**config.mk**
```make
export PLATFORM = sky130hd
export DESIGN_NAME = slls_link_status
export DESIGN_NICKNAME = d
export VERILOG_FILES = /design/src/verilog/slls_pkg.sv /design/src/verilog/slls_lane_health.sv /design/src/verilog/slls_link_status.sv
export SDC_FILE = /design/constraint.sdc
export NUM_CORES = 1
export LEC_CHECK = 0
export ABC_AREA = 1
export BUFFER_PORTS_ARGS = -buffer_cell sky130_fd_sc_hd__buf_2
export CORE_UTILIZATION = 45
export DETAILED_ROUTE_END_ITERATION = 16
export GPL_TIMING_DRIVEN = 0
export PLACE_DENSITY = 0.91
export SLEW_MARGIN = 30
export SYNTH_ARGS = -nofsm -noshare
export SYNTH_HDL_FRONTEND = slang
export SYNTH_SLANG_ARGS = --single-unit
```
**constraint.sdc**
```tcl
create_clock -name ref_clk -period 2.4 [get_ports ref_clk]
set_clock_uncertainty 0.15 [all_clocks]
set_input_delay 0.36 -clock ref_clk [delete_from_list [all_inputs] [get_ports ref_clk]]
set_output_delay 0.36 -clock ref_clk [all_outputs]
set_load 0.01 [all_outputs]
```
**src/verilog/slls_pkg.sv**
```systemverilog
// Package of constants and types for the serial lane link status block
package slls_pkg;

    // ****************************************************
    // Bus geometry
    // ****************************************************
    localparam int SLLS_ADDR_W = 14;
    localparam int SLLS_DATA_W = 32;
    localparam int SLLS_IDX_W = 12;

    // ****************************************************
    // Link paging
    // ****************************************************
    localparam int SLLS_NUM_LINKS = 2;
    localparam int SLLS_SEL_W = 1;

    // ****************************************************
    // Register indices; byte address is four times the index
    // ****************************************************
    localparam logic [SLLS_IDX_W-1:0] SLLS_IDX_LINK_PAGE = 12'h300;
    localparam logic [SLLS_IDX_W-1:0] SLLS_IDX_THRESHOLD = 12'h3f0;
    localparam logic [SLLS_IDX_W-1:0] SLLS_IDX_LANE2 = 12'h4b2;
    localparam logic [SLLS_IDX_W-1:0] SLLS_IDX_LANE3 = 12'h4b3;

    localparam logic [SLLS_ADDR_W-1:0] SLLS_ADDR_LINK_PAGE = {SLLS_IDX_LINK_PAGE, 2'b00};
    localparam logic [SLLS_ADDR_W-1:0] SLLS_ADDR_THRESHOLD = {SLLS_IDX_THRESHOLD, 2'b00};
    localparam logic [SLLS_ADDR_W-1:0] SLLS_ADDR_LANE2 = {SLLS_IDX_LANE2, 2'b00};
    localparam logic [SLLS_ADDR_W-1:0] SLLS_ADDR_LANE3 = {SLLS_IDX_LANE3, 2'b00};

    // ****************************************************
    // Status byte field positions
    // ****************************************************
    localparam int SLLS_BIT_DISPARITY = 7;
    localparam int SLLS_BIT_INVALID_CODE = 6;
    localparam int SLLS_BIT_STRAY_K = 5;
    localparam int SLLS_BIT_DESKEW = 4;
    localparam int SLLS_BIT_INIT_ALIGN = 3;
    localparam int SLLS_BIT_CONFIG_SUM = 2;
    localparam int SLLS_BIT_FRAME = 1;
    localparam int SLLS_BIT_CODEGROUP = 0;

    // ****************************************************
    // Reset values
    // ****************************************************
    localparam logic [7:0] SLLS_HEALTH_RESET = 8'h00;
    localparam logic [7:0] SLLS_THRESHOLD_RESET = 8'hff;
    localparam logic [SLLS_SEL_W-1:0] SLLS_SEL_RESET = 1'h0;

    // ****************************************************
    // Avalon response codes
    // ****************************************************
    localparam logic [1:0] SLLS_RESP_OKAY = 2'h0;
    localparam logic [1:0] SLLS_RESP_DECODEERROR = 2'h3;

    typedef enum logic [1:0] {
        SLLS_IDLE = 2'b01,
        SLLS_ACK = 2'b10
    } slls_bus_state_type;

endpackage : slls_pkg

```
**src/verilog/slls_lane_health.sv**
```systemverilog
// One lane's status byte, rebuilt every cycle from the selected link
module slls_lane_health
    import slls_pkg::*;
(
    input wire logic ref_clk,
    input wire logic sys_rst,
    input wire logic [7:0] threshold,
    input wire logic [7:0] disparity_err_count,
    input wire logic [7:0] invalid_code_count,
    input wire logic [7:0] stray_control_char_count,
    input wire logic deskew_ok,
    input wire logic init_align_ok,
    input wire logic config_sum_ok,
    input wire logic frame_lock,
    input wire logic codegroup_lock,
    output logic [7:0] health
);

    timeunit 1ns;
    timeprecision 1ps;

    // Registered so the bus sees one consistent snapshot per cycle
    always_ff @(posedge ref_clk) begin
        if (sys_rst) begin
            health <= SLLS_HEALTH_RESET;
        end else begin
            health[SLLS_BIT_DISPARITY] <= (disparity_err_count >= threshold);
            health[SLLS_BIT_INVALID_CODE] <= (invalid_code_count >= threshold);
            health[SLLS_BIT_STRAY_K] <= (stray_control_char_count >= threshold);
            health[SLLS_BIT_DESKEW] <= deskew_ok;
            health[SLLS_BIT_INIT_ALIGN] <= init_align_ok;
            health[SLLS_BIT_CONFIG_SUM] <= config_sum_ok;
            health[SLLS_BIT_FRAME] <= frame_lock;
            health[SLLS_BIT_CODEGROUP] <= codegroup_lock;
        end
    end

endmodule : slls_lane_health

```
**src/verilog/slls_link_status.sv**
```systemverilog
// Top of the serial lane link status block: paged lane status over Avalon-MM

// Functional notes
// Bit 7 set when disparity count reaches threshold
// Bit 6 set when invalid code count reaches threshold
// Bit 5 set when stray K count reaches threshold
// Bit 4 shows interlane deskew achieved
// Bit 3 shows initial lane alignment held
// Bit 2 shows configuration checksum correct
// Bit 1 shows frame lock held
// Bit 0 shows code group lock held
// Fields report the link chosen by page selector
// Lane 2 at 0x4B2, lane 3 at 0x4B3, reset zero
// Status writes ignored; reads return live status
module slls_link_status
    import slls_pkg::*;
(
    input wire logic ref_clk,
    input wire logic sys_rst,
    input wire logic [SLLS_ADDR_W-1:0] avs_address,
    input wire logic avs_read,
    input wire logic avs_write,
    input wire logic [SLLS_DATA_W-1:0] avs_writedata,
    input wire logic [3:0] avs_byteenable,
    output logic [SLLS_DATA_W-1:0] avs_readdata,
    output logic avs_waitrequest,
    output logic [1:0] avs_response,
    input wire logic [SLLS_NUM_LINKS-1:0][7:0] lane2_disparity_err_count,
    input wire logic [SLLS_NUM_LINKS-1:0][7:0] lane2_invalid_code_count,
    input wire logic [SLLS_NUM_LINKS-1:0][7:0] lane2_stray_control_char_count,
    input wire logic [SLLS_NUM_LINKS-1:0] lane2_deskew_ok,
    input wire logic [SLLS_NUM_LINKS-1:0] lane2_init_align_ok,
    input wire logic [SLLS_NUM_LINKS-1:0] lane2_config_sum_ok,
    input wire logic [SLLS_NUM_LINKS-1:0] lane2_frame_lock,
    input wire logic [SLLS_NUM_LINKS-1:0] lane2_codegroup_lock,
    input wire logic [SLLS_NUM_LINKS-1:0][7:0] lane3_disparity_err_count,
    input wire logic [SLLS_NUM_LINKS-1:0][7:0] lane3_invalid_code_count,
    input wire logic [SLLS_NUM_LINKS-1:0][7:0] lane3_stray_control_char_count,
    input wire logic [SLLS_NUM_LINKS-1:0] lane3_deskew_ok,
    input wire logic [SLLS_NUM_LINKS-1:0] lane3_init_align_ok,
    input wire logic [SLLS_NUM_LINKS-1:0] lane3_config_sum_ok,
    input wire logic [SLLS_NUM_LINKS-1:0] lane3_frame_lock,
    input wire logic [SLLS_NUM_LINKS-1:0] lane3_codegroup_lock
);

    timeunit 1ns;
    timeprecision 1ps;

    // ****************************************************
    // Software-visible registers and bus state
    // ****************************************************
    logic [SLLS_SEL_W-1:0] link_select;
    logic [7:0] error_count_threshold;
    logic [7:0] lane2_link_health;
    logic [7:0] lane3_link_health;
    slls_bus_state_type bus_state;
    slls_bus_state_type next_bus_state;

    // Selected-link views of the lane inputs
    logic [7:0] l2_disp_sel;
    logic [7:0] l2_code_sel;
    logic [7:0] l2_kchr_sel;
    logic [4:0] l2_sync_sel;
    logic [7:0] l3_disp_sel;
    logic [7:0] l3_code_sel;
    logic [7:0] l3_kchr_sel;
    logic [4:0] l3_sync_sel;

    // Bus decode
    logic addr_aligned;
    logic hit_page;
    logic hit_threshold;
    logic hit_lane2;
    logic hit_lane3;
    logic hit_any;
    logic request;
    logic write_commit;
    logic [SLLS_DATA_W-1:0] next_readdata;

    // ****************************************************
    // Link page selection
    // ****************************************************
    // Sync bits packed {deskew, init_align, config_sum, frame, codegroup}
    always_comb begin
        l2_disp_sel = lane2_disparity_err_count[link_select];
        l2_code_sel = lane2_invalid_code_count[link_select];
        l2_kchr_sel = lane2_stray_control_char_count[link_select];
        l2_sync_sel = {lane2_deskew_ok[link_select], lane2_init_align_ok[link_select],
                       lane2_config_sum_ok[link_select], lane2_frame_lock[link_select],
                       lane2_codegroup_lock[link_select]};
        l3_disp_sel = lane3_disparity_err_count[link_select];
        l3_code_sel = lane3_invalid_code_count[link_select];
        l3_kchr_sel = lane3_stray_control_char_count[link_select];
        l3_sync_sel = {lane3_deskew_ok[link_select], lane3_init_align_ok[link_select],
                       lane3_config_sum_ok[link_select], lane3_frame_lock[link_select],
                       lane3_codegroup_lock[link_select]};
    end

    // ****************************************************
    // Per-lane status bytes
    // ****************************************************
    slls_lane_health u_lane2 (
        .ref_clk(ref_clk),
        .sys_rst(sys_rst),
        .threshold(error_count_threshold),
        .disparity_err_count(l2_disp_sel),
        .invalid_code_count(l2_code_sel),
        .stray_control_char_count(l2_kchr_sel),
        .deskew_ok(l2_sync_sel[4]),
        .init_align_ok(l2_sync_sel[3]),
        .config_sum_ok(l2_sync_sel[2]),
        .frame_lock(l2_sync_sel[1]),
        .codegroup_lock(l2_sync_sel[0]),
        .health(lane2_link_health)
    );

    slls_lane_health u_lane3 (
        .ref_clk(ref_clk),
        .sys_rst(sys_rst),
        .threshold(error_count_threshold),
        .disparity_err_count(l3_disp_sel),
        .invalid_code_count(l3_code_sel),
        .stray_control_char_count(l3_kchr_sel),
        .deskew_ok(l3_sync_sel[4]),
        .init_align_ok(l3_sync_sel[3]),
        .config_sum_ok(l3_sync_sel[2]),
        .frame_lock(l3_sync_sel[1]),
        .codegroup_lock(l3_sync_sel[0]),
        .health(lane3_link_health)
    );

    // ****************************************************
    // Avalon-MM slave
    // ****************************************************
    assign addr_aligned = (avs_address[1:0] == 2'h0);
    assign hit_page = addr_aligned && (avs_address == SLLS_ADDR_LINK_PAGE);
    assign hit_threshold = addr_aligned && (avs_address == SLLS_ADDR_THRESHOLD);
    assign hit_lane2 = addr_aligned && (avs_address == SLLS_ADDR_LANE2);
    assign hit_lane3 = addr_aligned && (avs_address == SLLS_ADDR_LANE3);
    assign hit_any = hit_page || hit_threshold || hit_lane2 || hit_lane3;
    assign request = avs_read || avs_write;
    // The master still holds the request during the ack cycle
    assign write_commit = (bus_state == SLLS_ACK) && avs_write;

    always_comb begin
        next_bus_state = bus_state;
        unique case (bus_state)
            SLLS_IDLE: begin
                if (request) begin
                    next_bus_state = SLLS_ACK;
                end
            end
            SLLS_ACK: begin
                next_bus_state = SLLS_IDLE;
            end
            default: begin
                next_bus_state = SLLS_IDLE;
            end
        endcase
    end

    always_ff @(posedge ref_clk) begin
        if (sys_rst) begin
            bus_state <= SLLS_IDLE;
        end else begin
            bus_state <= next_bus_state;
        end
    end

    // Waitrequest idles high; drops for exactly the one ack cycle
    always_ff @(posedge ref_clk) begin
        if (sys_rst) begin
            avs_waitrequest <= 1'b1;
        end else begin
            avs_waitrequest <= !((bus_state == SLLS_IDLE) && request);
        end
    end

    // Status bytes are sampled at request time, so a read sees live state
    always_comb begin
        next_readdata = '0;
        if (hit_page) begin
            next_readdata[SLLS_SEL_W-1:0] = link_select;
        end else if (hit_threshold) begin
            next_readdata[7:0] = error_count_threshold;
        end else if (hit_lane2) begin
            next_readdata[7:0] = lane2_link_health;
        end else if (hit_lane3) begin
            next_readdata[7:0] = lane3_link_health;
        end
    end

    always_ff @(posedge ref_clk) begin
        if (sys_rst) begin
            avs_readdata <= '0;
            avs_response <= SLLS_RESP_OKAY;
        end else if ((bus_state == SLLS_IDLE) && request) begin
            avs_readdata <= avs_read ? next_readdata : '0;
            avs_response <= hit_any ? SLLS_RESP_OKAY : SLLS_RESP_DECODEERROR;
        end
    end

    // Only the page and threshold bytes accept writes; status is read-only
    always_ff @(posedge ref_clk) begin
        if (sys_rst) begin
            link_select <= SLLS_SEL_RESET;
        end else if (write_commit && hit_page && avs_byteenable[0]) begin
            link_select <= avs_writedata[SLLS_SEL_W-1:0];
        end
    end

    always_ff @(posedge ref_clk) begin
        if (sys_rst) begin
            error_count_threshold <= SLLS_THRESHOLD_RESET;
        end else if (write_commit && hit_threshold && avs_byteenable[0]) begin
            error_count_threshold <= avs_writedata[7:0];
        end
    end
endmodule : slls_link_status

```
==> impl_metrics.xml <==
<?xml version="1.0" encoding="UTF-8"?>
<metrics>
  <group name="status">
    <metric name="status" unit="">completed</metric>
  </group>
  <group name="synthesis">
    <metric name="synth.area.top_cells" unit="">sky130_fd_sc_hd__dfxtp_1, sky130_fd_sc_hd__nand2_1, sky130_fd_sc_hd__ha_1</metric>
    <metric name="synth_largest_area_cell" unit="">sky130_fd_sc_hd__dfxtp_1</metric>
    <metric name="synth_top_family_by_area" unit="">simple AND/OR/NAND/NOR gates</metric>
    <metric name="post_synth_inst_count" unit="">544</metric>
    <metric name="synth_top_area_share" unit="%">20.5</metric>
    <metric name="yosys_warn_count" unit="">0</metric>
    <metric name="synth_edf_count" unit="">0</metric>
    <metric name="ys.flop_type" unit="">sky130_fd_sc_hd__dfxtp_1</metric>
    <metric name="share_of_the_synthesized_area_in_compound_gates_ao_oa_aoi_oai" unit="%">11.3</metric>
    <metric name="synth_adder_area_share" unit="%">16.6</metric>
    <metric name="ys_seq_area_share" unit="%">20.5</metric>
    <metric name="postSynthAreaPerCell" unit="µm²">6.65</metric>
    <metric name="ys_types" unit="">33</metric>
    <metric name="yosys-top-cells-count" unit="">sky130_fd_sc_hd__nand2_1, sky130_fd_sc_hd__ha_1, sky130_fd_sc_hd__inv_1</metric>
    <metric name="yosys.area_share.simple" unit="%">36.4</metric>
    <metric name="yosysMostFrequentCell" unit="">sky130_fd_sc_hd__nand2_1</metric>
    <metric name="synth_async_sr_flop_share" unit="%">0</metric>
    <metric name="synthXorXnorAreaFrac" unit="%">0</metric>
    <metric name="post_synth_instance_area" unit="µm²">3620</metric>
    <metric name="yosys-mux-area-fraction" unit="%">1.66</metric>
    <metric name="synth-seq-cells" unit="">37</metric>
  </group>
  <group name="power">
    <metric name="leakagePower" unit="nW">2.86</metric>
    <metric name="clockPowerShare" unit="%">39.1</metric>
    <metric name="cell_internal_power" unit="mW">1.21</metric>
    <metric name="power.density_cell_area" unit="nW/µm²">340</metric>
    <metric name="power.share.sequential" unit="%">39.5</metric>
    <metric name="switching_share" unit="%">24.7</metric>
    <metric name="power.ir.vdd_worst" unit="mV">0.313</metric>
    <metric name="combinationalPowerShare" unit="%">21.4</metric>
    <metric name="power.net_switching" unit="µW">397</metric>
    <metric name="power" unit="mW">1.61</metric>
  </group>
  <group name="sta">
    <metric name="hold_vio_cnt_final" unit="">0</metric>
    <metric name="finalSetupViolCount" unit="">0</metric>
    <metric name="final_max_slew_viol_count" unit="">0</metric>
    <metric name="finalCriticalPeriod" unit="ns">2.21</metric>
    <metric name="grt_setup_unrepaired" unit="">false</metric>
    <metric name="worst_slack" unit="ns">0.191</metric>
    <metric name="fin_crit_sh" unit="%">92.0</metric>
    <metric name="clock.fmax" unit="GHz">0.453</metric>
    <metric name="worst-slew-pin-transition" unit="ns">0.611</metric>
    <metric name="worst_slew_margin_relative_to_its_limit" unit="%">59.3</metric>
    <metric name="setup_tns" unit="ns">0</metric>
  </group>
  <group name="clocking">
    <metric name="clock_tree.root_cell" unit="">sky130_fd_sc_hd__clkbuf_8</metric>
    <metric name="cts.repair_timing.setup_buffer_count" unit="">0</metric>
    <metric name="post_cts_resize_count" unit="">2</metric>
    <metric name="cts_buffer_depth" unit="">2</metric>
    <metric name="worst_skew_pair.late_latency" unit="ns">0.29</metric>
    <metric name="tritoncts_num_sinks" unit="">37</metric>
    <metric name="ctsHoldBuffers" unit="">0</metric>
    <metric name="cts_max_level" unit="">2</metric>
    <metric name="tritoncts_clock_tree" unit="">built</metric>
    <metric name="clock_transition_at_the_registers_of_the_reported_paths" unit="ns">0.07</metric>
    <metric name="cts-buffers-inserted" unit="">5</metric>
  </group>
  <group name="worst_setup_path">
    <metric name="largest_stage_delay_on_the_critical_path" unit="ns">0.31</metric>
    <metric name="critical_path.max_fanout" unit="">10</metric>
    <metric name="crit_path_start_kind" unit="">flip-flop</metric>
    <metric name="crit_type" unit="">reg2reg</metric>
    <metric name="cp_cell_sequence" unit="">buf_2 -&gt; clkbuf_2 -&gt; clkbuf_2 -&gt; nand2_1 -&gt; nand2_1 -&gt; ha_1 -&gt; a21oi_1 -&gt; o21ai_0 -&gt; nand2_1 -&gt; o2111ai_1 -&gt; nand2_1 -&gt; inv_1</metric>
    <metric name="timing.critical_path.to_type" unit="">flip-flop</metric>
    <metric name="critical_path_s_slowest_cell" unit="">sky130_fd_sc_hd__dfxtp_1</metric>
    <metric name="worst_path_most_repeated_cell" unit="">sky130_fd_sc_hd__nand2_1</metric>
    <metric name="worst_ep_required_time" unit="ns">2.44</metric>
    <metric name="critPathArrivalTime" unit="ns">2.25</metric>
  </group>
  <group name="floorplan">
    <metric name="core_area" unit="µm²">7770</metric>
    <metric name="die_h" unit="µm">91.7</metric>
    <metric name="floorplan.die.width" unit="µm">91.7</metric>
    <metric name="initial_utilization" unit="%">46.6</metric>
    <metric name="design.die.area" unit="µm²">8400</metric>
    <metric name="ioPinCount" unit="">205</metric>
    <metric name="floorplan.rows" unit="">32</metric>
  </group>
  <group name="final_layout">
    <metric name="final_net_count" unit="">944</metric>
    <metric name="layout.area.seq" unit="µm²">741</metric>
    <metric name="area_overhead_vs_synth" unit="%">30.9</metric>
    <metric name="finish.utilization" unit="%">61.0</metric>
    <metric name="design_area" unit="µm²">4740</metric>
    <metric name="fillerInstances" unit="">727</metric>
    <metric name="fraction_of_layout_instances_using_a_drive_strength_above_1" unit="%">31.9</metric>
    <metric name="antenna-diode-count" unit="">0</metric>
    <metric name="multi_input_area" unit="µm²">2480</metric>
  </group>
  <group name="detailed_routing">
    <metric name="route.detailed.vias_per_inst" unit="">4.76</metric>
    <metric name="route.final.wire_length" unit="mm">9.40</metric>
    <metric name="firstDrtPassIters" unit="">4</metric>
    <metric name="final_antenna_net_count" unit="">0</metric>
    <metric name="drtIter0Drc" unit="">164</metric>
    <metric name="vias" unit="">3949</metric>
    <metric name="wl_per_cell" unit="µm">11.3</metric>
    <metric name="detail_route.drc_violations" unit="">0</metric>
  </group>
  <group name="placement">
    <metric name="postPlaceCellArea" unit="µm²">4590</metric>
    <metric name="pre_cts_ws" unit="ns">-0.0455</metric>
    <metric name="gp_routability_congestion" unit="">0.828</metric>
    <metric name="count_of_port_buffers_added_during_placement" unit="">152</metric>
    <metric name="hpwl" unit="mm">7.65</metric>
  </group>
  <group name="grt">
    <metric name="grt_first_pass_wirelength" unit="mm">15.1</metric>
    <metric name="globalRoute.totalOverflow" unit="">0</metric>
    <metric name="grt_use_total" unit="%">22.5</metric>
    <metric name="first_global_vias" unit="">3559</metric>
    <metric name="antenna_found_initial" unit="">0</metric>
    <metric name="grt_start_max_net_pins" unit="">13</metric>
  </group>
  <group name="min_path">
    <metric name="min-delay-path-class" unit="">in2reg</metric>
  </group>
  <group name="run">
    <metric name="cap_viol_max_count" unit="">0</metric>
  </group>
</metrics>
## cell families (layout without fill, tap and decap cells)
logic type,count (synthesis),count (layout)
adders and majority gates,48,48
DFF,37,37
and+or+nand+nor,291,291
muxes,6,6
AOI/OAI and AO/OA,65,65
buffers and inverters,96,256
other,1,24
## area by class of cell
class | instances | area share [%]
Timing Repair Buffer | 152 | 16.1
Inverter | 52 | 4.12
Tap cell | 102 | 2.69
Buffer | 44 | 6.34
Sequential cell | 37 | 15.6
Clock buffer | 5 | 1.45
Multi-Input combinational cell | 434 | 52.3
Clock inverter | 3 | 1.37
## power groups by stage
stage                     logic [mW]  registers, mW  clock network [mW]
after global placement         0.337          0.650                   0
after detailed placement       0.343          0.650                   0
after floorplan                0.190          0.651                   0
after CTS                      0.345          0.636               0.637
final                          0.345          0.636               0.631
after global routing           0.390          0.637               0.662
## stage by stage
stage	hold slack, ns	std cells
6_report	0.134	829
5_1_grt	0.149	829
4_1_cts	0.125	829
3_5_place_dp	0.309	821
3_3_place_gp	0.302	821
2_1_floorplan	0.305	567
## worst paths after layout
check,slack [ns],cells past startpoint,endpoint,start
max,0.19,12,u_lane2.health[7]$_SDFF_PP0_,link_select$_SDFFE_PP0P_
min,0.13,2,bus_state[1]$_SDFFE_PP0P_,sys_rst
max reg2reg,0.19,12,u_lane2.health[7]$_SDFF_PP0_,link_select$_SDFFE_PP0P_
min reg2reg,0.32,2,avs_readdata[0]$_SDFFE_PP0P_,avs_readdata[0]$_SDFFE_PP0P_
## worst max-delay path: cells and delay by family, from the launching register on
family / cells / cell delay (ns)
and+or+nand+nor: 4 / 0.31
DFF: 1 / 0.31
AOI/OAI and AO/OA: 3 / 0.36
buffers and inverters: 4 / 0.74
adders and majority gates: 1 / 0.24
## placed cells by master (no fill, tap or decap), types with 16 or more instances in the layout
cell                      Yosys  routed
sky130_fd_sc_hd__ha_1        48      48
sky130_fd_sc_hd__nand3_1     27      27
sky130_fd_sc_hd__a21oi_1     33      33
sky130_fd_sc_hd__o21ai_0     16      16
sky130_fd_sc_hd__buf_2        1     153
sky130_fd_sc_hd__conb_1       1      24
sky130_fd_sc_hd__nor2_1      40      40
sky130_fd_sc_hd__dfxtp_1     37      37
sky130_fd_sc_hd__nand2_1    190     190
sky130_fd_sc_hd__inv_1       47      47
sky130_fd_sc_hd__buf_4       26      26
## routing by layer
layer	vias to the layer above	GRT usage, %	share of wire (%)
met2	148	40.0	48
met1	1690	26.5	42
met5	-	0	0
li1	2085	-	-
met3	26	3.40	6.4
met4	0	10.4	3.0
## registers in the layout (all words and copies together), names as in the netlist
register and cells:
avs_readdata 8, error_count_threshold 8, u_lane2.health 8, u_lane3.health 8, bus_state 2, avs_response 1
avs_waitrequest 1, link_select 1
No activity file was read; power rests on OpenSTA's default activity.
